==> src/design/irf_pkg.sv <==
/*
 Shared constants and carriers for the interrupt request flag block.
 Assumes a single 250 MHz core clock and a 16-bit special register port.
*/
package irf_pkg;
   // Register addresses on the special register port
   localparam logic [15:0] IRF_ADDR_G0_LOW = 16'hFFE0;
   localparam logic [15:0] IRF_ADDR_G0_HIGH = 16'hFFE1;
   localparam logic [15:0] IRF_ADDR_G1 = 16'hFFE2;
   localparam logic [7:0] IRF_FLAGS_RESET = 8'h00;
   localparam logic [7:0] IRF_CTRL_ONES_RESET = 8'hFF;
   localparam logic [2:0] IRF_EDGE_RESET = 3'h0;
   localparam int IRF_NSRC = 11;
   // Source indices, which are also the fixed default ranks (0 highest)
   localparam int IRF_SRC_LVI = 0;
   localparam int IRF_SRC_PIN0 = 1;
   localparam int IRF_SRC_PIN1 = 2;
   localparam int IRF_SRC_CMP = 3;
   localparam int IRF_SRC_SRX = 4;
   localparam int IRF_SRC_STX = 5;
   localparam int IRF_SRC_TH1 = 6;
   localparam int IRF_SRC_TCA = 7;
   localparam int IRF_SRC_TCB = 8;
   localparam int IRF_SRC_ADC = 9;
   localparam int IRF_SRC_T51 = 10;
   // Bit positions inside each register
   localparam int IRF_BIT_LVI = 0;
   localparam int IRF_BIT_PIN0 = 1;
   localparam int IRF_BIT_PIN1 = 2;
   localparam int IRF_BIT_CMP = 3;
   localparam int IRF_BIT_SRX = 0;
   localparam int IRF_BIT_STX = 1;
   localparam int IRF_BIT_TH1 = 3;
   localparam int IRF_BIT_TCA = 6;
   localparam int IRF_BIT_TCB = 7;
   localparam int IRF_BIT_ADC = 0;
   localparam int IRF_BIT_T51 = 3;
   localparam logic [3:0] IRF_NONE = 4'hF;

   typedef logic [IRF_NSRC-1:0] irf_vec_t;

   // One CPU access to the flag registers
   typedef struct packed {
      logic wr;
      logic bit_op;
      logic word_op;
      logic [15:0] addr;
      logic [2:0] bit_sel;
      logic [15:0] wdata;
   } irf_access_s;

   // Request presented to the CPU core
   typedef struct packed {
      logic valid;
      logic high_level;
      logic [3:0] src;
   } irf_req_s;
endpackage : irf_pkg

==> src/design/irf_edge_detect.sv <==
/*
 Valid-edge detector for the external request inputs.
 Assumes inputs already synchronous to core_clk_i.
*/
`timescale 1ns/1ps
`default_nettype none
module irf_edge_detect
   import irf_pkg::*;
(
   input wire logic core_clk_i,
   input wire logic rst_i,
   input wire logic [2:0] level_i,
   input wire logic [2:0] rising_edge_enables_i,
   input wire logic [2:0] falling_edge_enables_i,
   output logic [2:0] edge_o
);
   logic [2:0] prev_reg;

   // Previous level, for edge comparison
   always_ff @(posedge core_clk_i or posedge rst_i) begin
      if (rst_i) begin
         prev_reg <= IRF_EDGE_RESET;
      end else begin
         prev_reg <= level_i;
      end
   end

   // Enable pair 00 none, 01 fall, 10 rise, 11 both
   always_comb begin
      edge_o = (rising_edge_enables_i & level_i & ~prev_reg)
             | (falling_edge_enables_i & ~level_i & prev_reg);
   end
endmodule : irf_edge_detect
`default_nettype wire

==> src/design/irf_arbiter.sv <==
/*
 Picks one unmasked pending source: high level first, then default rank.
 Assumes flags, masks and levels indexed by source rank.
*/
`timescale 1ns/1ps
`default_nettype none
module irf_arbiter
   import irf_pkg::*;
(
   input wire irf_vec_t pending_i,
   input wire irf_vec_t inhibit_i,
   input wire irf_vec_t level_sel_i,
   output irf_req_s req_o
);
   // Lowest index wins within the chosen level
   function automatic logic [3:0] first_set(input irf_vec_t v);
      logic [3:0] r;
      r = IRF_NONE;
      for (int i = IRF_NSRC - 1; i >= 0; i--) begin
         if (v[i]) begin
            r = 4'(i);
         end
      end
      return r;
   endfunction : first_set

   irf_vec_t hi_v;
   irf_vec_t lo_v;

   // Mask 0 allows service, level bit 0 selects high
   always_comb begin
      hi_v = pending_i & ~inhibit_i & ~level_sel_i;
      lo_v = pending_i & ~inhibit_i & level_sel_i;
      req_o.valid = |(hi_v | lo_v);
      req_o.high_level = |hi_v;
      req_o.src = (|hi_v) ? first_set(hi_v) : first_set(lo_v);
   end
endmodule : irf_arbiter
`default_nettype wire

==> src/design/irf_request_flags.sv <==
/*
 Interrupt request flag registers, group 0 low/high and group 1, with
 source latching, CPU acknowledge clearing and request selection.
 Assumes source events are one-cycle pulses synchronous to core_clk_i
 and the CPU port performs one access per cycle.
*/
`timescale 1ns/1ps
`default_nettype none
module irf_request_flags
   import irf_pkg::*;
(
   input wire logic core_clk_i,
   input wire logic rst_i,
   input wire irf_access_s acc_i,
   input wire logic low_voltage_event_i,
   input wire logic ext_pin0_i,
   input wire logic ext_pin1_i,
   input wire logic comparator_i,
   input wire logic [2:0] rising_edge_enables_i,
   input wire logic [2:0] falling_edge_enables_i,
   input wire logic serial_receive_event_i,
   input wire logic serial_transmit_event_i,
   input wire logic timer_h1_match_event_i,
   input wire logic timer_cmp_a_event_i,
   input wire logic timer_cmp_b_event_i,
   input wire logic conversion_end_event_i,
   input wire logic timer_51_match_event_i,
   input wire logic carrier_mode_i,
   input wire logic carrier_transfer_signal_i,
   input wire irf_vec_t service_inhibit_bit_i,
   input wire irf_vec_t level_select_bit_i,
   input wire logic ack_i,
   input wire logic [3:0] ack_src_i,
   output logic [15:0] rdata_o,
   output irf_req_s req_o,
   output logic [7:0] request_flags_group0_low_o,
   output logic [7:0] request_flags_group0_high_o,
   output logic [7:0] request_flags_group1_o
);
   logic [7:0] g0l_reg;
   logic [7:0] g0h_reg;
   logic [7:0] g1_reg;
   logic [2:0] pin_edge;
   irf_vec_t hw_set;
   irf_vec_t flags;
   irf_req_s arb_req;
   logic [7:0] set_g0l;
   logic [7:0] set_g0h;
   logic [7:0] set_g1;
   logic [7:0] clr_g0l;
   logic [7:0] clr_g0h;
   logic [7:0] clr_g1;

   // Turns an access into a write mask and data for one byte register
   function automatic logic [15:0] wr_lane(input irf_access_s a,
                                           input logic [15:0] reg_addr);
      logic [7:0] m;
      logic [7:0] d;
      m = 8'h00;
      d = 8'h00;
      if (a.wr && a.bit_op && a.addr == reg_addr) begin
         m = 8'h01 << a.bit_sel;
         d = a.wdata[7:0];
      end else if (a.wr && a.word_op && a.addr == IRF_ADDR_G0_LOW &&
                   reg_addr != IRF_ADDR_G1) begin
         m = 8'hFF;
         d = (reg_addr == IRF_ADDR_G0_LOW) ? a.wdata[7:0] : a.wdata[15:8];
      end else if (a.wr && !a.bit_op && !a.word_op &&
                   a.addr == reg_addr) begin
         m = 8'hFF;
         d = a.wdata[7:0];
      end
      return {m, d};
   endfunction : wr_lane

   irf_edge_detect u_edge (
      .core_clk_i(core_clk_i),
      .rst_i(rst_i),
      .level_i({comparator_i, ext_pin1_i, ext_pin0_i}),
      .rising_edge_enables_i(rising_edge_enables_i),
      .falling_edge_enables_i(falling_edge_enables_i),
      .edge_o(pin_edge)
   );

   // Hardware set sources, indexed by default rank
   always_comb begin
      hw_set = '0;
      hw_set[IRF_SRC_LVI] = low_voltage_event_i;
      hw_set[IRF_SRC_PIN0] = pin_edge[0];
      hw_set[IRF_SRC_PIN1] = pin_edge[1];
      hw_set[IRF_SRC_CMP] = pin_edge[2];
      hw_set[IRF_SRC_SRX] = serial_receive_event_i;
      hw_set[IRF_SRC_STX] = serial_transmit_event_i;
      hw_set[IRF_SRC_TH1] = timer_h1_match_event_i;
      hw_set[IRF_SRC_TCA] = timer_cmp_a_event_i;
      hw_set[IRF_SRC_TCB] = timer_cmp_b_event_i;
      hw_set[IRF_SRC_ADC] = conversion_end_event_i;
      // Carrier mode takes the transfer instant instead
      hw_set[IRF_SRC_T51] = carrier_mode_i ? carrier_transfer_signal_i
                                           : timer_51_match_event_i;
   end

   // Scatter sources into register bit positions
   always_comb begin
      set_g0l = 8'h00;
      set_g0h = 8'h00;
      set_g1 = 8'h00;
      set_g0l[IRF_BIT_LVI] = hw_set[IRF_SRC_LVI];
      set_g0l[IRF_BIT_PIN0] = hw_set[IRF_SRC_PIN0];
      set_g0l[IRF_BIT_PIN1] = hw_set[IRF_SRC_PIN1];
      set_g0l[IRF_BIT_CMP] = hw_set[IRF_SRC_CMP];
      set_g0h[IRF_BIT_SRX] = hw_set[IRF_SRC_SRX];
      set_g0h[IRF_BIT_STX] = hw_set[IRF_SRC_STX];
      set_g0h[IRF_BIT_TH1] = hw_set[IRF_SRC_TH1];
      set_g0h[IRF_BIT_TCA] = hw_set[IRF_SRC_TCA];
      set_g0h[IRF_BIT_TCB] = hw_set[IRF_SRC_TCB];
      set_g1[IRF_BIT_ADC] = hw_set[IRF_SRC_ADC];
      set_g1[IRF_BIT_T51] = hw_set[IRF_SRC_T51];
   end

   // Acknowledge clears the accepted source's flag
   always_comb begin
      clr_g0l = 8'h00;
      clr_g0h = 8'h00;
      clr_g1 = 8'h00;
      if (ack_i) begin
         case (ack_src_i)
            4'(IRF_SRC_LVI): clr_g0l[IRF_BIT_LVI] = 1'b1;
            4'(IRF_SRC_PIN0): clr_g0l[IRF_BIT_PIN0] = 1'b1;
            4'(IRF_SRC_PIN1): clr_g0l[IRF_BIT_PIN1] = 1'b1;
            4'(IRF_SRC_CMP): clr_g0l[IRF_BIT_CMP] = 1'b1;
            4'(IRF_SRC_SRX): clr_g0h[IRF_BIT_SRX] = 1'b1;
            4'(IRF_SRC_STX): clr_g0h[IRF_BIT_STX] = 1'b1;
            4'(IRF_SRC_TH1): clr_g0h[IRF_BIT_TH1] = 1'b1;
            4'(IRF_SRC_TCA): clr_g0h[IRF_BIT_TCA] = 1'b1;
            4'(IRF_SRC_TCB): clr_g0h[IRF_BIT_TCB] = 1'b1;
            4'(IRF_SRC_ADC): clr_g1[IRF_BIT_ADC] = 1'b1;
            4'(IRF_SRC_T51): clr_g1[IRF_BIT_T51] = 1'b1;
            default: clr_g0l = 8'h00;
         endcase
      end
   end

   // Software write first, then ack clear, then hardware set on top,
   // so a same-cycle event is never lost
   always_ff @(posedge core_clk_i or posedge rst_i) begin
      if (rst_i) begin
         g0l_reg <= IRF_FLAGS_RESET;
         g0h_reg <= IRF_FLAGS_RESET;
         g1_reg <= IRF_FLAGS_RESET;
      end else begin
         g0l_reg <= upd(g0l_reg, wr_lane(acc_i, IRF_ADDR_G0_LOW),
                        clr_g0l, set_g0l);
         g0h_reg <= upd(g0h_reg, wr_lane(acc_i, IRF_ADDR_G0_HIGH),
                        clr_g0h, set_g0h);
         g1_reg <= upd(g1_reg, wr_lane(acc_i, IRF_ADDR_G1),
                       clr_g1, set_g1);
      end
   end

   function automatic logic [7:0] upd(input logic [7:0] cur,
                                      input logic [15:0] md,
                                      input logic [7:0] clr,
                                      input logic [7:0] set);
      logic [7:0] v;
      v = (cur & ~md[15:8]) | (md[7:0] & md[15:8]);
      return (v & ~clr) | set;
   endfunction : upd

   // Pending vector by rank; a 1 means a request is pending
   always_comb begin
      flags = '0;
      flags[IRF_SRC_LVI] = g0l_reg[IRF_BIT_LVI];
      flags[IRF_SRC_PIN0] = g0l_reg[IRF_BIT_PIN0];
      flags[IRF_SRC_PIN1] = g0l_reg[IRF_BIT_PIN1];
      flags[IRF_SRC_CMP] = g0l_reg[IRF_BIT_CMP];
      flags[IRF_SRC_SRX] = g0h_reg[IRF_BIT_SRX];
      flags[IRF_SRC_STX] = g0h_reg[IRF_BIT_STX];
      flags[IRF_SRC_TH1] = g0h_reg[IRF_BIT_TH1];
      flags[IRF_SRC_TCA] = g0h_reg[IRF_BIT_TCA];
      flags[IRF_SRC_TCB] = g0h_reg[IRF_BIT_TCB];
      flags[IRF_SRC_ADC] = g1_reg[IRF_BIT_ADC];
      flags[IRF_SRC_T51] = g1_reg[IRF_BIT_T51];
   end

   irf_arbiter u_arb (
      .pending_i(flags),
      .inhibit_i(service_inhibit_bit_i),
      .level_sel_i(level_select_bit_i),
      .req_o(arb_req)
   );

   // Request is registered; an ack pulse drops it one cycle later
   always_ff @(posedge core_clk_i or posedge rst_i) begin
      if (rst_i) begin
         req_o <= '0;
      end else begin
         req_o <= arb_req;
      end
   end

   // Registered read data; word read pairs high over low
   always_ff @(posedge core_clk_i or posedge rst_i) begin
      if (rst_i) begin
         rdata_o <= 16'h0000;
      end else if (acc_i.word_op && acc_i.addr == IRF_ADDR_G0_LOW) begin
         rdata_o <= {g0h_reg, g0l_reg};
      end else begin
         case (acc_i.addr)
            IRF_ADDR_G0_LOW: rdata_o <= {8'h00, g0l_reg};
            IRF_ADDR_G0_HIGH: rdata_o <= {8'h00, g0h_reg};
            IRF_ADDR_G1: rdata_o <= {8'h00, g1_reg};
            default: rdata_o <= 16'h0000;
         endcase
      end
   end

   // Mirrors of the flag registers for the neighbouring logic
   always_ff @(posedge core_clk_i or posedge rst_i) begin
      if (rst_i) begin
         request_flags_group0_low_o <= IRF_FLAGS_RESET;
         request_flags_group0_high_o <= IRF_FLAGS_RESET;
         request_flags_group1_o <= IRF_FLAGS_RESET;
      end else begin
         request_flags_group0_low_o <= g0l_reg;
         request_flags_group0_high_o <= g0h_reg;
         request_flags_group1_o <= g1_reg;
      end
   end
endmodule : irf_request_flags
`default_nettype wire

==> config.mk <==
export PLATFORM = sky130hd
export DESIGN_NAME = irf_request_flags
export DESIGN_NICKNAME = d
export VERILOG_FILES = /design/src/design/irf_pkg.sv /design/src/design/irf_edge_detect.sv /design/src/design/irf_arbiter.sv /design/src/design/irf_request_flags.sv
export SDC_FILE = /design/constraint.sdc
export NUM_CORES = 1
export LEC_CHECK = 0
export CORE_MARGIN = 5
export CORE_UTILIZATION = 57
export CTS_BUF_LIST = sky130_fd_sc_hd__clkbuf_16
export CTS_CLUSTER_DIAMETER = 150
export DETAILED_ROUTE_END_ITERATION = 8
export DONT_BUFFER_PORTS = 1
export GPL_TIMING_DRIVEN = 0
export HOLD_SLACK_MARGIN = 0.02
export PLACE_DENSITY = 0.83
export SYNTH_ARGS = -nofsm -noshare
export SYNTH_HDL_FRONTEND = slang
export SYNTH_SLANG_ARGS = --single-unit
==> constraint.sdc <==
create_clock -name core_clk_i -period 2.6 [get_ports core_clk_i]
set_input_delay 0.78 -clock core_clk_i [delete_from_list [all_inputs] [get_ports core_clk_i]]
set_output_delay 0.78 -clock core_clk_i [all_outputs]
set_load 0.03 [all_outputs]
### Word-level counts from Yosys, hierarchy flattened

Index checks and enable logic that the tools add are counted.

| operators by class | value |
|---|---|
| order comparisons | 0 |
| shift-type cells | 1 |
| bitwise operators | 34 |
| add/subtract/negate cells | 0 |
| div/mod/pow operators | 0 |
| multiplexer cells | 59 |
| equality and inequality tests | 13 |
| $mul | 0 |
| reduce and logical (&&, ||, !) cells | 17 |

Operator list:

| kind | number |
|---|---|
| $mux 8 | 16 |
| $and 8x8->8 | 9 |
| $mux 4 | 18 |
| $eq 16x16->1 const B | 3 |
| $not 8->8 | 5 |
| $and 11x11->11 | 3 |
| $or 8x8->8 | 4 |
| $pmux 8 s3 | 1 |
| $not 11->11 | 2 |
| $reduce_or 11->1 | 2 |
| $mux 3 | 6 |
| $eq 4x3->1 const B | 4 |
| $mux 16 | 1 |
| $or 8x4->8 | 2 |
| $mux 1 | 15 |
| $and 3x3->3 | 4 |
| $eq 4x4->1 const B | 3 |
| $logic_and 1x1->1 | 12 |
| $or 11x11->11 | 1 |
| $eq 4x2->1 const B | 2 |
| $not 4->8 | 1 |
| $shl 1x3->8 const A | 1 |
| $not 3->3 | 2 |
| $eq 4x1->1 const B | 1 |
| other kinds (4) | 6 |

| storage, ports and cells | value |
|---|---|
| bits in writable memories | 0 |
| memories kept | 0 |
| register bits after elaboration | 73 |
| bits in read-only memories | 0 |
| latch bits | 0 |
| output and inout bits | 46 |
| logic and storage cells | 135 |

### Depth between registers and ports, before layout

Gate-level depths: netlist of run 1.

| depth | value |
|---|---|
| word-level depth | 15 |
| gate-level depth with buffers | 7 |
| depth with buffers taken out | 5 |

### Modules after synthesis

Synthesis of run 1 repeated with hierarchy kept, for this count alone.

| unflattened totals | value |
|---|---|
| cell total of the unflattened synthesis | 354 |
| area, all modules | 3,793.6 um2 |

Modules (own cells, without submodules):

| module | instances | sequential area each (um2) | area an instance (um2) | cells each |
|---|---|---|---|---|
| irf_request_flags | 1 | 1,751.7 | 3,156.8 | 269 |
| irf_arbiter | 1 | 0.0 | 516.7 | 72 |
| irf_edge_detect | 1 | 75.1 | 120.1 | 13 |

### Worst setup path before layout of run 1

Ideal clock, no wire load.

| path | value |
|---|---|
| path kind | in2reg |
| start point | input acc_i[20] (netlist bit) |
| end point | register g0h_reg[1] |
| buffers on the path | 1 |
| slack | 0.258 ns |
| stages | 6 |
| arrival time | 2.218 ns |
| cell sequence | buf_6 > nor4b_4 > nor4b_4 > a221oi_1 > mux2i_1 > o21bai_1 |

| on the way | value |
|---|---|
| longest elaborated chain between the ends | 10 |

RTL lines:

| what | line | text |
|---|---|---|
| start: declaration | irf_request_flags.sv:14 | `input wire irf_access_s acc_i,` |
| $eq 16x16->1 | irf_request_flags.sv:61, irf_request_flags.sv:69 |  |
| $logic_and 1x1->1 | irf_request_flags.sv:68 | `end else if (a.wr && !a.bit_op && !a.word_op &&` |
| $mux 8 | irf_request_flags.sv:68 |  |
| $mux 8 | irf_request_flags.sv:64 | `end else if (a.wr && a.word_op && a.addr == IRF_ADDR_G0_LOW &&` |
| $mux 8 | irf_request_flags.sv:61 | `if (a.wr && a.bit_op && a.addr == reg_addr) begin` |
| $not 8->8 | irf_request_flags.sv:166 | `v = (cur & ~md[15:8]) \| (md[7:0] & md[15:8]);` |
| $and 8x8->8 | irf_request_flags.sv:166 |  |
| $or 8x8->8 * | irf_request_flags.sv:166 |  |
| $and 8x8->8 * | irf_request_flags.sv:167 | `return (v & ~clr) \| set;` |
| $or 8x8->8 * | irf_request_flags.sv:167 |  |
| end signal: assignment | irf_request_flags.sv:154 | `g0h_reg <= upd(g0h_reg, wr_lane(acc_i, IRF_ADDR_G0_HIGH),` |
| end: declaration | irf_request_flags.sv:41 | `logic [7:0] g0h_reg;` |

Every way passes the cells marked *; elsewhere a longest branch is shown, timed or not.

==> results of run 1 <==
-- path summary, 6_finish.rpt --
path,slack (ps),to,cells past startpoint,start
worst min register to register,390,request_flags_group1_o[6],0,flip-flop
min in group asynchronous,490,rdata_o[7],1,rst_i
worst max register to register,580,req_o[2],5,g0h_reg[0]
worst max-delay path,230,flip-flop,5,acc_i[23]
max in group asynchronous,1470,request_flags_group0_low_o[1],2,rst_i
worst min-delay path,390,request_flags_group1_o[6],0,flip-flop
-- worst max-delay path: stages --
cell and delay [ps]:
sky130_fd_sc_hd__nand4b_2 310, sky130_fd_sc_hd__nor3_2 520, sky130_fd_sc_hd__nand4_1 400, sky130_fd_sc_hd__nor2_1 220
sky130_fd_sc_hd__mux2_2 350
-- placed cells by master (no fill, tap or decap), types with 6 or more instances in the layout --
master                      count
sky130_fd_sc_hd__nand2_1       23
sky130_fd_sc_hd__nand3_1        8
sky130_fd_sc_hd__a21oi_1       12
sky130_fd_sc_hd__nor2b_1       11
sky130_fd_sc_hd__mux2i_1       11
sky130_fd_sc_hd__a222oi_1       7
sky130_fd_sc_hd__o21bai_1       6
sky130_fd_sc_hd__nor3b_1       11
sky130_fd_sc_hd__clkbuf_16      9
sky130_fd_sc_hd__nor2_1        28
sky130_fd_sc_hd__and3_1         8
sky130_fd_sc_hd__nand4_1       10
sky130_fd_sc_hd__dfrtp_1       73
sky130_fd_sc_hd__inv_1         15
sky130_fd_sc_hd__mux2_2        10
-- layout make-up --
type                    instances  share of cell area (%)
inverters                      15                   1.497
repair buffers                  3                  0.8734
plain buffers                   6                  0.7486
flip-flops and latches         73                   45.54
multi-input cells             234                   42.17
clock buffers                   9                   5.614
clock inverters                 7                   1.154
well taps                      77                   2.402
-- routing by layer --
layer	wire, µm	up-vias	share of wire (%)	GRT usage, %
met1	3725	1370	39	33.65
met3	1070	24	11	6.083
met2	4575	181	48	37.31
li1	-	1270	-	-
met5	0	-	0	0
met4	259	0	2.7	12.99
-- cells by family after synthesis --
family                 count (synthesis)  share of synthesized area [%]
muxes                                 21                          6.189
and+or+nand+nor                      142                          25.63
DFF                                   73                          50.76
AOI/OAI and AO/OA                     71                          15.02
buffers and inverters                 21                          2.399
-- power by group through the flow --
stage               Clock, W  Combinational, W  Sequential, W
floorplan                  0          0.000138        0.00122
global placement           0          0.000167        0.00123
detailed placement         0          0.000174        0.00123
CTS                  0.00113          0.000175        0.00121
global route         0.00118          0.000195        0.00122
finish               0.00111          0.000175        0.00121
-- per-stage QoR --
step	setup TNS (ps)	total power (W)	util [%]
6_report	0	0.002500	64.27
5_1_grt	0	0.002594	64.27
4_1_cts	0	0.002521	63.93
3_5_place_dp	-3675	0.001406	59.58
3_3_place_gp	-1385	0.001400	59.26
2_1_floorplan	0	0.001362	-
-- what timing repair did --
item / in CTS / in global routing
gates resized for setup: 0 / 1
hold buffers: 0 / 0
endpoints found under the setup margin: 0 / 4
buffers inserted: 0 / 2
==> impl_metrics.prom, run 1 <==
# TYPE chip_impl_metric gauge
chip_impl_metric{name="first_global_vias",unit=""} 2861
chip_impl_metric{name="detailedPlacementHpwl",unit="µm"} 7196
chip_impl_info{name="outcome",value="complete, no violations"} 1
chip_impl_metric{name="antenna_found_initial",unit=""} 0
chip_impl_metric{name="finalCriticalPeriod",unit="ps"} 2374
chip_impl_metric{name="power.combinational.fraction",unit="%"} 7.0
chip_impl_metric{name="synth.net_count",unit=""} 414
chip_impl_metric{name="setup-violations-final",unit=""} 0
chip_impl_metric{name="synth_seq_area_share",unit="%"} 50.76
chip_impl_metric{name="internal_power",unit="W"} 0.001873
chip_impl_metric{name="drt_iter0_drc",unit=""} 218
chip_impl_metric{name="crit_arrival",unit="ps"} 2590
chip_impl_metric{name="timing.final.ws_setup",unit="ps"} 226.0
chip_impl_metric{name="clk_pin_slew",unit="ps"} 60
chip_impl_metric{name="fp.dieW",unit="µm"} 89.46
chip_impl_metric{name="flop_and_latch_count_out_of_synthesis",unit=""} 73
chip_impl_metric{name="syn_area",unit="mm²"} 0.003598
chip_impl_metric{name="num_io_pins",unit=""} 132
chip_impl_metric{name="detailed_route_drc_error_count",unit=""} 0
chip_impl_metric{name="post_route_cells_drive_above_1_share",unit="%"} 13.26
chip_impl_metric{name="synth_enable_flop_cells",unit=""} 0
chip_impl_info{name="setup.worst_path.start_class",value="primary input"} 1
chip_impl_metric{name="insertedDiodeCount",unit=""} 0
chip_impl_metric{name="placed_cells",unit=""} 406
chip_impl_metric{name="fill_cells",unit=""} 479
chip_impl_info{name="cts_root_buffer",value="sky130_fd_sc_hd__clkbuf_16"} 1
chip_impl_metric{name="seq_area",unit="mm²"} 0.001827
chip_impl_metric{name="clock_skew",unit="ps"} 8.633
chip_impl_metric{name="clock_latency",unit="ps"} 330
chip_impl_metric{name="share_of_the_clock_period_used_by_the_worst_path_after_layout",unit="%"} 91.31
chip_impl_metric{name="core_area",unit="mm²"} 0.006241
chip_impl_metric{name="vdd_ir_drop_max",unit="µV"} 437.7
chip_impl_info{name="yosysMostFrequentCell",value="sky130_fd_sc_hd__dfrtp_1"} 1
chip_impl_metric{name="worst_hold_slack",unit="ps"} 394.9
chip_impl_metric{name="syn_area_per_cell",unit="µm²"} 10.97
chip_impl_metric{name="avgViaCountPerCell",unit=""} 6.710
chip_impl_metric{name="synth.distinct_cells",unit=""} 55
chip_impl_info{name="worst_hold_path_type",value="reg -> reg"} 1
chip_impl_info{name="crit_path_end_kind",value="flip-flop"} 1
chip_impl_info{name="grt_setup_unrepaired",value="no"} 1
chip_impl_metric{name="preCtsSetupSlack",unit="ps"} -254.5
chip_impl_info{name="yosys_most_used_dff",value="sky130_fd_sc_hd__dfrtp_1"} 1
chip_impl_metric{name="sequentialPowerShare",unit="%"} 48.5
chip_impl_metric{name="timing.critical_path.fanout_max",unit=""} 7
chip_impl_metric{name="p_sw_share",unit="%"} 25.11
chip_impl_metric{name="nNetsFinal",unit=""} 428
chip_impl_metric{name="multi_input_gate_area",unit="mm²"} 0.001692
chip_impl_metric{name="dpl_cell_area",unit="mm²"} 0.003719
chip_impl_metric{name="synthesis.instances",unit=""} 328
chip_impl_info{name="cts_tree",value="yes"} 1
chip_impl_info{name="worstSetupPathType",value="in -> reg"} 1
chip_impl_metric{name="via_count",unit=""} 2845
chip_impl_metric{name="num_cts_buffers",unit=""} 9
chip_impl_metric{name="max_cap_violations",unit=""} 0
chip_impl_metric{name="cts_buffer_depth",unit=""} 2
chip_impl_metric{name="slew_violations",unit=""} 0
chip_impl_metric{name="leak_pwr",unit="nW"} 1.769
chip_impl_metric{name="clock_sink_count",unit=""} 73
chip_impl_metric{name="initial_core_util",unit="%"} 57.66
chip_impl_metric{name="die_area",unit="mm²"} 0.008002
chip_impl_info{name="synth_top_cell_by_area",value="sky130_fd_sc_hd__dfrtp_1"} 1
chip_impl_metric{name="p_clk_share",unit="%"} 44.5
chip_impl_metric{name="yosys_warnings",unit=""} 0
chip_impl_metric{name="layout.cell_area.non_filler",unit="mm²"} 0.004011
chip_impl_metric{name="synth_largest_type_area_fraction",unit="%"} 50.76
chip_impl_metric{name="remaining_number_of_nets_flagged_by_the_antenna_check_after_routing",unit=""} 0
chip_impl_metric{name="grt_first_pass_wirelength",unit="µm"} 14790
chip_impl_info{name="synth.cells.most_frequent",value="sky130_fd_sc_hd__dfrtp_1, sky130_fd_sc_hd__nor2_1, sky130_fd_sc_hd__nand2_1, sky130_fd_sc_hd__inv_1, sky130_fd_sc_hd__a21oi_1"} 1
chip_impl_metric{name="final_cell_count_no_fill",unit=""} 424
chip_impl_metric{name="port_buffers",unit=""} 0
chip_impl_metric{name="worst_slew_margin_rel",unit="%"} 34.89
chip_impl_metric{name="grt_start_max_net_pins",unit=""} 43
chip_impl_metric{name="async_reset_ff_share",unit="%"} 100.0
chip_impl_metric{name="dieHeight",unit="µm"} 89.46
chip_impl_metric{name="p_switching",unit="W"} 0.0006278
chip_impl_metric{name="detail_route.wl_per_cell",unit="µm"} 22.71
chip_impl_metric{name="floorplan.rows",unit=""} 29
chip_impl_metric{name="worst-endpoint-required",unit="ps"} 2810
chip_impl_metric{name="area_growth",unit="%"} 11.47
chip_impl_metric{name="postRouteWirelength",unit="µm"} 9631
chip_impl_metric{name="final-hold-violation-count",unit=""} 0
chip_impl_metric{name="dr.pass1.iters",unit=""} 7
chip_impl_metric{name="highest_clock_rate",unit="MHz"} 421.2
chip_impl_metric{name="finalWeightedCongestion",unit=""} 0.8903
chip_impl_metric{name="cts.htree.levels",unit=""} 3
chip_impl_metric{name="grt_use_total",unit="%"} 24.97
chip_impl_metric{name="powerDensity",unit="mW/mm²"} 623.3
chip_impl_metric{name="worst_slew_pin_slew",unit="ps"} 968.6
chip_impl_info{name="synth_area_leaders",value="sky130_fd_sc_hd__dfrtp_1, sky130_fd_sc_hd__mux2_2, sky130_fd_sc_hd__mux2i_1, sky130_fd_sc_hd__nor2_1, sky130_fd_sc_hd__nand2_1"} 1
chip_impl_metric{name="gr-total-overflow",unit=""} 0
Note: power is estimated with default switching activity, not from simulation.
==> run 2, diff against run 1 <==
--- a/config.mk
+++ b/config.mk
@@ -5,9 +5,10 @@
 export SDC_FILE = /design/constraint.sdc
 export NUM_CORES = 1
 export LEC_CHECK = 0
+export CELL_PAD_IN_SITES_DETAIL_PLACEMENT = 0
+export CELL_PAD_IN_SITES_GLOBAL_PLACEMENT = 1
 export CORE_MARGIN = 5
-export CORE_UTILIZATION = 57
-export CTS_BUF_LIST = sky130_fd_sc_hd__clkbuf_16
+export CORE_UTILIZATION = 43
 export CTS_CLUSTER_DIAMETER = 150
 export DETAILED_ROUTE_END_ITERATION = 8
 export DONT_BUFFER_PORTS = 1
==> impl_metrics.prom, run 2 (synthesized netlist as in run 1, its figures left out) <==
# TYPE chip_impl_metric gauge
chip_impl_metric{name="powerDensity",unit="mW/mm²"} 618.9
chip_impl_metric{name="p_clk_share",unit="%"} 44.6
chip_impl_metric{name="dr.pass1.iters",unit=""} 6
chip_impl_metric{name="layout.cell_area.non_filler",unit="mm²"} 0.004044
chip_impl_info{name="critical_path_cell_by_cell",value="nand4b_2 -> nor3_2 -> nand4_1 -> nor2_1 -> mux2_2"} 1
chip_impl_metric{name="post_cts_hold_buffer_count",unit=""} 0
chip_impl_metric{name="area_growth",unit="%"} 12.38
chip_impl_metric{name="gr-total-overflow",unit=""} 0
chip_impl_metric{name="avgViaCountPerCell",unit=""} 6.165
chip_impl_metric{name="antenna_found_initial",unit=""} 0
chip_impl_metric{name="fill_cells",unit=""} 744
chip_impl_metric{name="setup-violations-final",unit=""} 0
chip_impl_metric{name="grt_start_max_net_pins",unit=""} 39
chip_impl_metric{name="grt_first_pass_wirelength",unit="µm"} 15600
chip_impl_metric{name="finalWeightedCongestion",unit=""} 0.8399
chip_impl_metric{name="max_cap_violations",unit=""} 0
chip_impl_metric{name="post_route_cells_drive_above_1_share",unit="%"} 13.75
chip_impl_metric{name="insertedDiodeCount",unit=""} 0
chip_impl_info{name="setup.worst_path.start_class",value="primary input"} 1
chip_impl_metric{name="timing.final.ws_setup",unit="ps"} 261.7
chip_impl_info{name="cts_root_buffer",value="sky130_fd_sc_hd__clkbuf_8"} 1
chip_impl_metric{name="clk_pin_slew",unit="ps"} 70
chip_impl_metric{name="die_area",unit="mm²"} 0.01030
chip_impl_metric{name="worst_slew_pin_slew",unit="ps"} 956.4
chip_impl_metric{name="nNetsFinal",unit=""} 430
chip_impl_info{name="worstSetupPathType",value="in -> reg"} 1
chip_impl_info{name="crit_slowest_cell",value="sky130_fd_sc_hd__nor3_2"} 1
chip_impl_metric{name="worst_slew_margin_rel",unit="%"} 35.71
chip_impl_metric{name="clock_skew",unit="ps"} 9.908
chip_impl_metric{name="dpl_cell_area",unit="mm²"} 0.003754
chip_impl_metric{name="detail_route.wl_per_cell",unit="µm"} 22.12
chip_impl_metric{name="sequentialPowerShare",unit="%"} 48.4
chip_impl_metric{name="crit_arrival",unit="ps"} 2570
chip_impl_metric{name="share_of_the_clock_period_used_by_the_worst_path_after_layout",unit="%"} 89.94
chip_impl_metric{name="via_count",unit=""} 2799
chip_impl_metric{name="finalCriticalPeriod",unit="ps"} 2338
chip_impl_metric{name="slew_violations",unit=""} 0
chip_impl_info{name="layout.cells.most_common",value="sky130_fd_sc_hd__dfrtp_1"} 1
chip_impl_metric{name="p_switching",unit="W"} 0.0005827
chip_impl_metric{name="leak_pwr",unit="nW"} 1.774
chip_impl_info{name="worst_hold_path_type",value="reg -> reg"} 1
chip_impl_metric{name="port_buffers",unit=""} 0
chip_impl_metric{name="detailed_route_drc_error_count",unit=""} 0
chip_impl_metric{name="cts_buffer_depth",unit=""} 2
chip_impl_info{name="outcome",value="complete, no violations"} 1
chip_impl_metric{name="worst-endpoint-required",unit="ps"} 2830
chip_impl_metric{name="cts.htree.levels",unit=""} 3
chip_impl_metric{name="fp.dieW",unit="µm"} 101.5
chip_impl_metric{name="final-hold-violation-count",unit=""} 0
chip_impl_info{name="cts_tree",value="yes"} 1
chip_impl_metric{name="num_cts_buffers",unit=""} 9
chip_impl_info{name="layout.cells.most_common_list",value="sky130_fd_sc_hd__dfrtp_1, sky130_fd_sc_hd__nor2_1, sky130_fd_sc_hd__nand2_1"} 1
chip_impl_metric{name="timing.setup.tns",unit="ps"} 0
chip_impl_metric{name="p_sw_share",unit="%"} 23.28
chip_impl_metric{name="drt_iter0_drc",unit=""} 213
chip_impl_metric{name="postRouteWirelength",unit="µm"} 10040
chip_impl_metric{name="worst_hold_slack",unit="ps"} 404.6
chip_impl_metric{name="detailedPlacementHpwl",unit="µm"} 7575
chip_impl_metric{name="power.combinational.fraction",unit="%"} 7.0
chip_impl_metric{name="timing.critical_path.fanout_max",unit=""} 7
chip_impl_metric{name="num_io_pins",unit=""} 132
chip_impl_metric{name="clock_sink_count",unit=""} 73
chip_impl_info{name="crit_path_end_kind",value="flip-flop"} 1
chip_impl_metric{name="preCtsSetupSlack",unit="ps"} -314.0
chip_impl_metric{name="first_global_vias",unit=""} 2781
chip_impl_metric{name="highest_clock_rate",unit="MHz"} 427.7
chip_impl_metric{name="vdd_ir_drop_max",unit="µV"} 238.3
chip_impl_metric{name="core_area",unit="mm²"} 0.008175
chip_impl_metric{name="clock_latency",unit="ps"} 350
chip_impl_metric{name="remaining_number_of_nets_flagged_by_the_antenna_check_after_routing",unit=""} 0
chip_impl_metric{name="initial_core_util",unit="%"} 44.02
chip_impl_metric{name="slowest_delay",unit="ps"} 500
chip_impl_info{name="grt_setup_unrepaired",value="no"} 1
chip_impl_metric{name="grt_use_total",unit="%"} 20.08
chip_impl_metric{name="floorplan.rows",unit=""} 33
chip_impl_metric{name="internal_power",unit="W"} 0.001920
chip_impl_metric{name="dieHeight",unit="µm"} 101.5
## run 2: cell count changes in the layout (fill, tap and decap cells not counted), sizes merged
cell	delta
buf	+2
clkinvlp	-2
clkbuf	+3
clkinv	-2
inv	-2
bufinv	+3
## run 2: final cells by class
type / count / area, µm² / area share, %
plain buffers: 6 / 30.03 / 0.7426
clock buffers: 12 / 155.1 / 3.837
clock inverters: 4 / 98.84 / 2.444
inverters: 15 / 60.06 / 1.485
multi-input cells: 234 / 1692 / 41.83
flip-flops and latches: 73 / 1827 / 45.17
well taps: 105 / 131.4 / 3.249
repair buffers: 5 / 50.05 / 1.238
## run 2: repair_timing
| item | in CTS | in global routing |
|---|---|---|
| resized for setup | 0 | 1 |
| setup endpoints to repair | 0 | 2 |
| setup buffers | 0 | 4 |
## run 2: final timing paths
path / startpoint / to / slack [ps] / cells after the start
worst max-delay path: acc_i[23] / flip-flop / 260 / 5
worst max register to register: g0h_reg[1] / req_o[2] / 540 / 5
max in group asynchronous: rst_i / request_flags_group0_high_o[4] / 1520 / 2
worst min-delay path: flip-flop / request_flags_group0_low_o[7] / 400 / 0
worst min register to register: flip-flop / request_flags_group0_low_o[7] / 400 / 0
min in group asynchronous: rst_i / req_o[1] / 440 / 1
## run 2: worst max-delay path, delay by kind of cell
family / cells / cell delay, ps
muxes: 1 / 350
and+or+nand+nor: 4 / 1430
## run 2: through the flow
stage               power [W]  std cells  util, %
floorplan            0.001362        328        -
global placement     0.001403        433    45.67
detailed placement   0.001408        434    45.91
CTS                  0.002524        450    49.02
global route         0.002594        454    49.46
finish               0.002503        454    49.46
## run 2: metal layers
metal	GRT usage [%]	share of wire [%]
met5	0	0
met4	6.544	1.5
met3	6.612	9.3
met1	27.12	42
met2	30.58	47
## run 2: power groups by stage
stage | Sequential, W | Clock (W) | Combinational (W)
after global placement | 0.00123 | 0 | 0.000169
after floorplan | 0.00122 | 0 | 0.000138
after detailed placement | 0.00123 | 0 | 0.000175
after CTS | 0.00121 | 0.00114 | 0.000175
final | 0.00121 | 0.00112 | 0.000175
after global routing | 0.00121 | 0.00118 | 0.000196
==> run 3, diff against run 2 <==
--- a/config.mk
+++ b/config.mk
@@ -14,7 +14,7 @@
 export DONT_BUFFER_PORTS = 1
 export GPL_TIMING_DRIVEN = 0
 export HOLD_SLACK_MARGIN = 0.02
-export PLACE_DENSITY = 0.83
+export PLACE_DENSITY_LB_ADDON = 0.1
 export SYNTH_ARGS = -nofsm -noshare
 export SYNTH_HDL_FRONTEND = slang
 export SYNTH_SLANG_ARGS = --single-unit
==> constraint.sdc (replaced) <==
create_clock -name core_clk_i -period 2.6 [get_ports core_clk_i]
set_input_delay 0.13 -clock core_clk_i [delete_from_list [all_inputs] [get_ports core_clk_i]]
set_output_delay 0.13 -clock core_clk_i [all_outputs]
set_load 0.03 [all_outputs]
==> impl_metrics.prom, run 3 (synthesized netlist as in run 1, its figures left out) <==
# TYPE chip_impl_metric gauge
chip_impl_info{name="layout.cells.most_common_list",value="sky130_fd_sc_hd__dfrtp_1, sky130_fd_sc_hd__nor2_1, sky130_fd_sc_hd__dlygate4sd3_1"} 1
chip_impl_metric{name="insertedDiodeCount",unit=""} 0
chip_impl_metric{name="p_clk_share",unit="%"} 37.5
chip_impl_metric{name="clock_latency",unit="ps"} 340
chip_impl_info{name="min_delay_worst_endpoint",value="g0l_reg[2]"} 1
chip_impl_metric{name="sequentialPowerShare",unit="%"} 53.6
chip_impl_info{name="setup.worst_path.start_class",value="primary input"} 1
chip_impl_metric{name="crit_arrival",unit="ps"} 2400
chip_impl_metric{name="powerDensity",unit="mW/mm²"} 541.7
chip_impl_metric{name="final_core_util",unit="%"} 51.03
chip_impl_metric{name="antenna_found_initial",unit=""} 0
chip_impl_metric{name="timing.critical_path.fanout_max",unit=""} 9
chip_impl_info{name="r2r_end",value="req_o[2]"} 1
chip_impl_metric{name="cts_resized",unit=""} 0
chip_impl_metric{name="internal_power",unit="W"} 0.001657
chip_impl_metric{name="detail_route.wl_per_cell",unit="µm"} 21.64
chip_impl_metric{name="seq_area",unit="mm²"} 0.001827
chip_impl_metric{name="vdd_ir_drop_max",unit="µV"} 229.5
chip_impl_metric{name="area_growth",unit="%"} 15.92
chip_impl_metric{name="p_switching",unit="W"} 0.0006028
chip_impl_metric{name="slew_violations",unit=""} 0
chip_impl_metric{name="cts.htree.levels",unit=""} 3
chip_impl_metric{name="num_io_pins",unit=""} 132
chip_impl_metric{name="routed_wl_met3",unit="µm"} 1060
chip_impl_info{name="cts_root_buffer",value="sky130_fd_sc_hd__clkbuf_8"} 1
chip_impl_info{name="crit_path_end_kind",value="flip-flop"} 1
chip_impl_metric{name="post_route_cells_drive_above_1_share",unit="%"} 11.65
chip_impl_info{name="grt_setup_unrepaired",value="no"} 1
chip_impl_metric{name="max_cap_violations",unit=""} 0
chip_impl_metric{name="setup-violations-final",unit=""} 0
chip_impl_metric{name="core_area",unit="mm²"} 0.008175
chip_impl_metric{name="met1_length",unit="µm"} 4385
chip_impl_metric{name="hold-path-cell-count",unit=""} 2
chip_impl_info{name="regToRegStartpoint",value="g0h_reg[0]"} 1
chip_impl_metric{name="dpl_cell_area",unit="mm²"} 0.003732
chip_impl_info{name="worstSetupPathType",value="in -> reg"} 1
chip_impl_info{name="cts_tree",value="yes"} 1
chip_impl_metric{name="multi_input_gate_area",unit="mm²"} 0.001685
chip_impl_metric{name="dieHeight",unit="µm"} 101.5
chip_impl_metric{name="postRouteWirelength",unit="µm"} 10260
chip_impl_metric{name="worst_slew_margin_rel",unit="%"} 41.45
chip_impl_metric{name="die_area",unit="mm²"} 0.01030
chip_impl_info{name="worst_hold_path_type",value="in -> reg"} 1
chip_impl_metric{name="layout.cell_area.non_filler",unit="mm²"} 0.004172
chip_impl_info{name="outcome",value="complete, no violations"} 1
chip_impl_metric{name="clock_sink_count",unit=""} 73
chip_impl_metric{name="floorplan.rows",unit=""} 33
chip_impl_info{name="routed.top_layer",value="met4"} 1
chip_impl_metric{name="grt_use_total",unit="%"} 20.18
chip_impl_metric{name="port_buffers",unit=""} 0
chip_impl_metric{name="final-hold-violation-count",unit=""} 0
chip_impl_metric{name="clock_skew",unit="ps"} 7.556
chip_impl_metric{name="worst_hold_slack",unit="ps"} 31.80
chip_impl_metric{name="detailroute.wirelength.met2",unit="µm"} 4678
chip_impl_metric{name="finalCriticalPeriod",unit="ps"} 2173
chip_impl_metric{name="post_cts.repair.setup_buffers",unit=""} 0
chip_impl_metric{name="fp.dieW",unit="µm"} 101.5
chip_impl_metric{name="clk_pin_slew",unit="ps"} 80
chip_impl_metric{name="worst_slew_pin_slew",unit="ps"} 871.0
chip_impl_info{name="layout.cells.most_common",value="sky130_fd_sc_hd__dfrtp_1"} 1
chip_impl_metric{name="num_cts_buffers",unit=""} 9
chip_impl_metric{name="regToRegSetupSlack",unit="ps"} 530
chip_impl_info{name="timing.hold.worst.start",value="ext_pin1_i"} 1
chip_impl_metric{name="detailed_route_drc_error_count",unit=""} 0
chip_impl_metric{name="gr-total-overflow",unit=""} 0
chip_impl_metric{name="initial_core_util",unit="%"} 44.02
chip_impl_metric{name="worst-endpoint-required",unit="ps"} 2830
chip_impl_metric{name="detailedPlacementHpwl",unit="µm"} 7710
chip_impl_metric{name="avgViaCountPerCell",unit=""} 6.044
chip_impl_metric{name="share_of_the_clock_period_used_by_the_worst_path_after_layout",unit="%"} 83.58
chip_impl_metric{name="fill_cells",unit=""} 761
chip_impl_metric{name="nNetsFinal",unit=""} 450
chip_impl_metric{name="highest_clock_rate",unit="MHz"} 460.2
chip_impl_metric{name="grt_start_max_net_pins",unit=""} 74
chip_impl_metric{name="p_sw_share",unit="%"} 26.68
chip_impl_metric{name="rr_worst_depth",unit=""} 5
chip_impl_metric{name="dr.pass1.iters",unit=""} 4
chip_impl_metric{name="first_global_vias",unit=""} 2860
chip_impl_metric{name="drt_iter0_drc",unit=""} 171
chip_impl_metric{name="finalWeightedCongestion",unit=""} 0.8162
chip_impl_metric{name="remaining_number_of_nets_flagged_by_the_antenna_check_after_routing",unit=""} 0
chip_impl_metric{name="power.combinational.fraction",unit="%"} 9.0
chip_impl_metric{name="leak_pwr",unit="nW"} 1.805
chip_impl_metric{name="cts_buffer_depth",unit=""} 2
chip_impl_metric{name="grt_first_pass_wirelength",unit="µm"} 15670
chip_impl_metric{name="via_count",unit=""} 2865
[run 3: power groups by stage]
stage	clock, W	sequential, W	combinational, W
6_report	0.000846	0.00121	0.000203
3_3_place_gp	0	0.00123	0.000173
3_5_place_dp	0	0.00123	0.000173
4_1_cts	0.000863	0.00121	0.000205
2_1_floorplan	0	0.00122	0.000138
5_1_grt	0.000918	0.00121	0.000228
[run 3: worst max-delay path, cell delays in order]
cell and delay, ps:
sky130_fd_sc_hd__clkbuf_1 180, sky130_fd_sc_hd__o311ai_0 700, sky130_fd_sc_hd__inv_1 90, sky130_fd_sc_hd__a221oi_1 410, sky130_fd_sc_hd__mux2i_1 270, sky130_fd_sc_hd__o21bai_1 80, sky130_fd_sc_hd__dlygate4sd3_1 550
[run 3: timing repair]
item,4_1_cts,5_1_grt
setup endpoints to repair,0,0
hold buffers,25,0
hold endpoints to repair,103,0
[run 3: per-layer routing]
layer | vias to the layer above | GRT usage (%)
met2 | 136 | 29.83
met1 | 1412 | 28.85
li1 | 1306 | -
met5 | - | 0
met4 | 0 | 5.521
met3 | 11 | 6.061
[run 3: layout make-up]
type | count | area share, %
sequential | 73 | 43.79
multi-input combinational | 234 | 40.40
timing repair buffer | 25 | 5.999
clock buffer | 12 | 3.719
tap | 105 | 3.149
inverter | 15 | 1.410
clock inverter | 4 | 0.8098
buffer | 6 | 0.7199
[run 3: worst max path at each step]
| stage | slack, ps | startpoint | to | depth (start not counted) |
|---|---|---|---|---|
| 2_1_floorplan | 620 | rst_i | asynchronous set/reset pin | 1 |
| 3_3_place_gp | -120 | rst_i | u_edge.prev_reg[2] | 1 |
| 3_5_place_dp | 380 | acc_i[20] | g0h_reg[6] | 6 |
| 4_1_cts | 480 | acc_i[20] | g0h_reg[0] | 7 |
| 5_1_grt | 340 | acc_i[20] | g0h_reg[0] | 7 |
| 6_report | 430 | acc_i[18] | g0h_reg[0] | 7 |
[run 3: stage by stage]
stage	cells	total power [W]	TNS, ps	setup WS (ps)
floorplan	328	0.001361	0	616.7
global placement	433	0.001406	-8423	-122.9
detailed placement	433	0.001407	0	379.2
CTS	474	0.002279	0	476.8
global route	474	0.002360	0	343.1
finish	474	0.002260	0	426.8
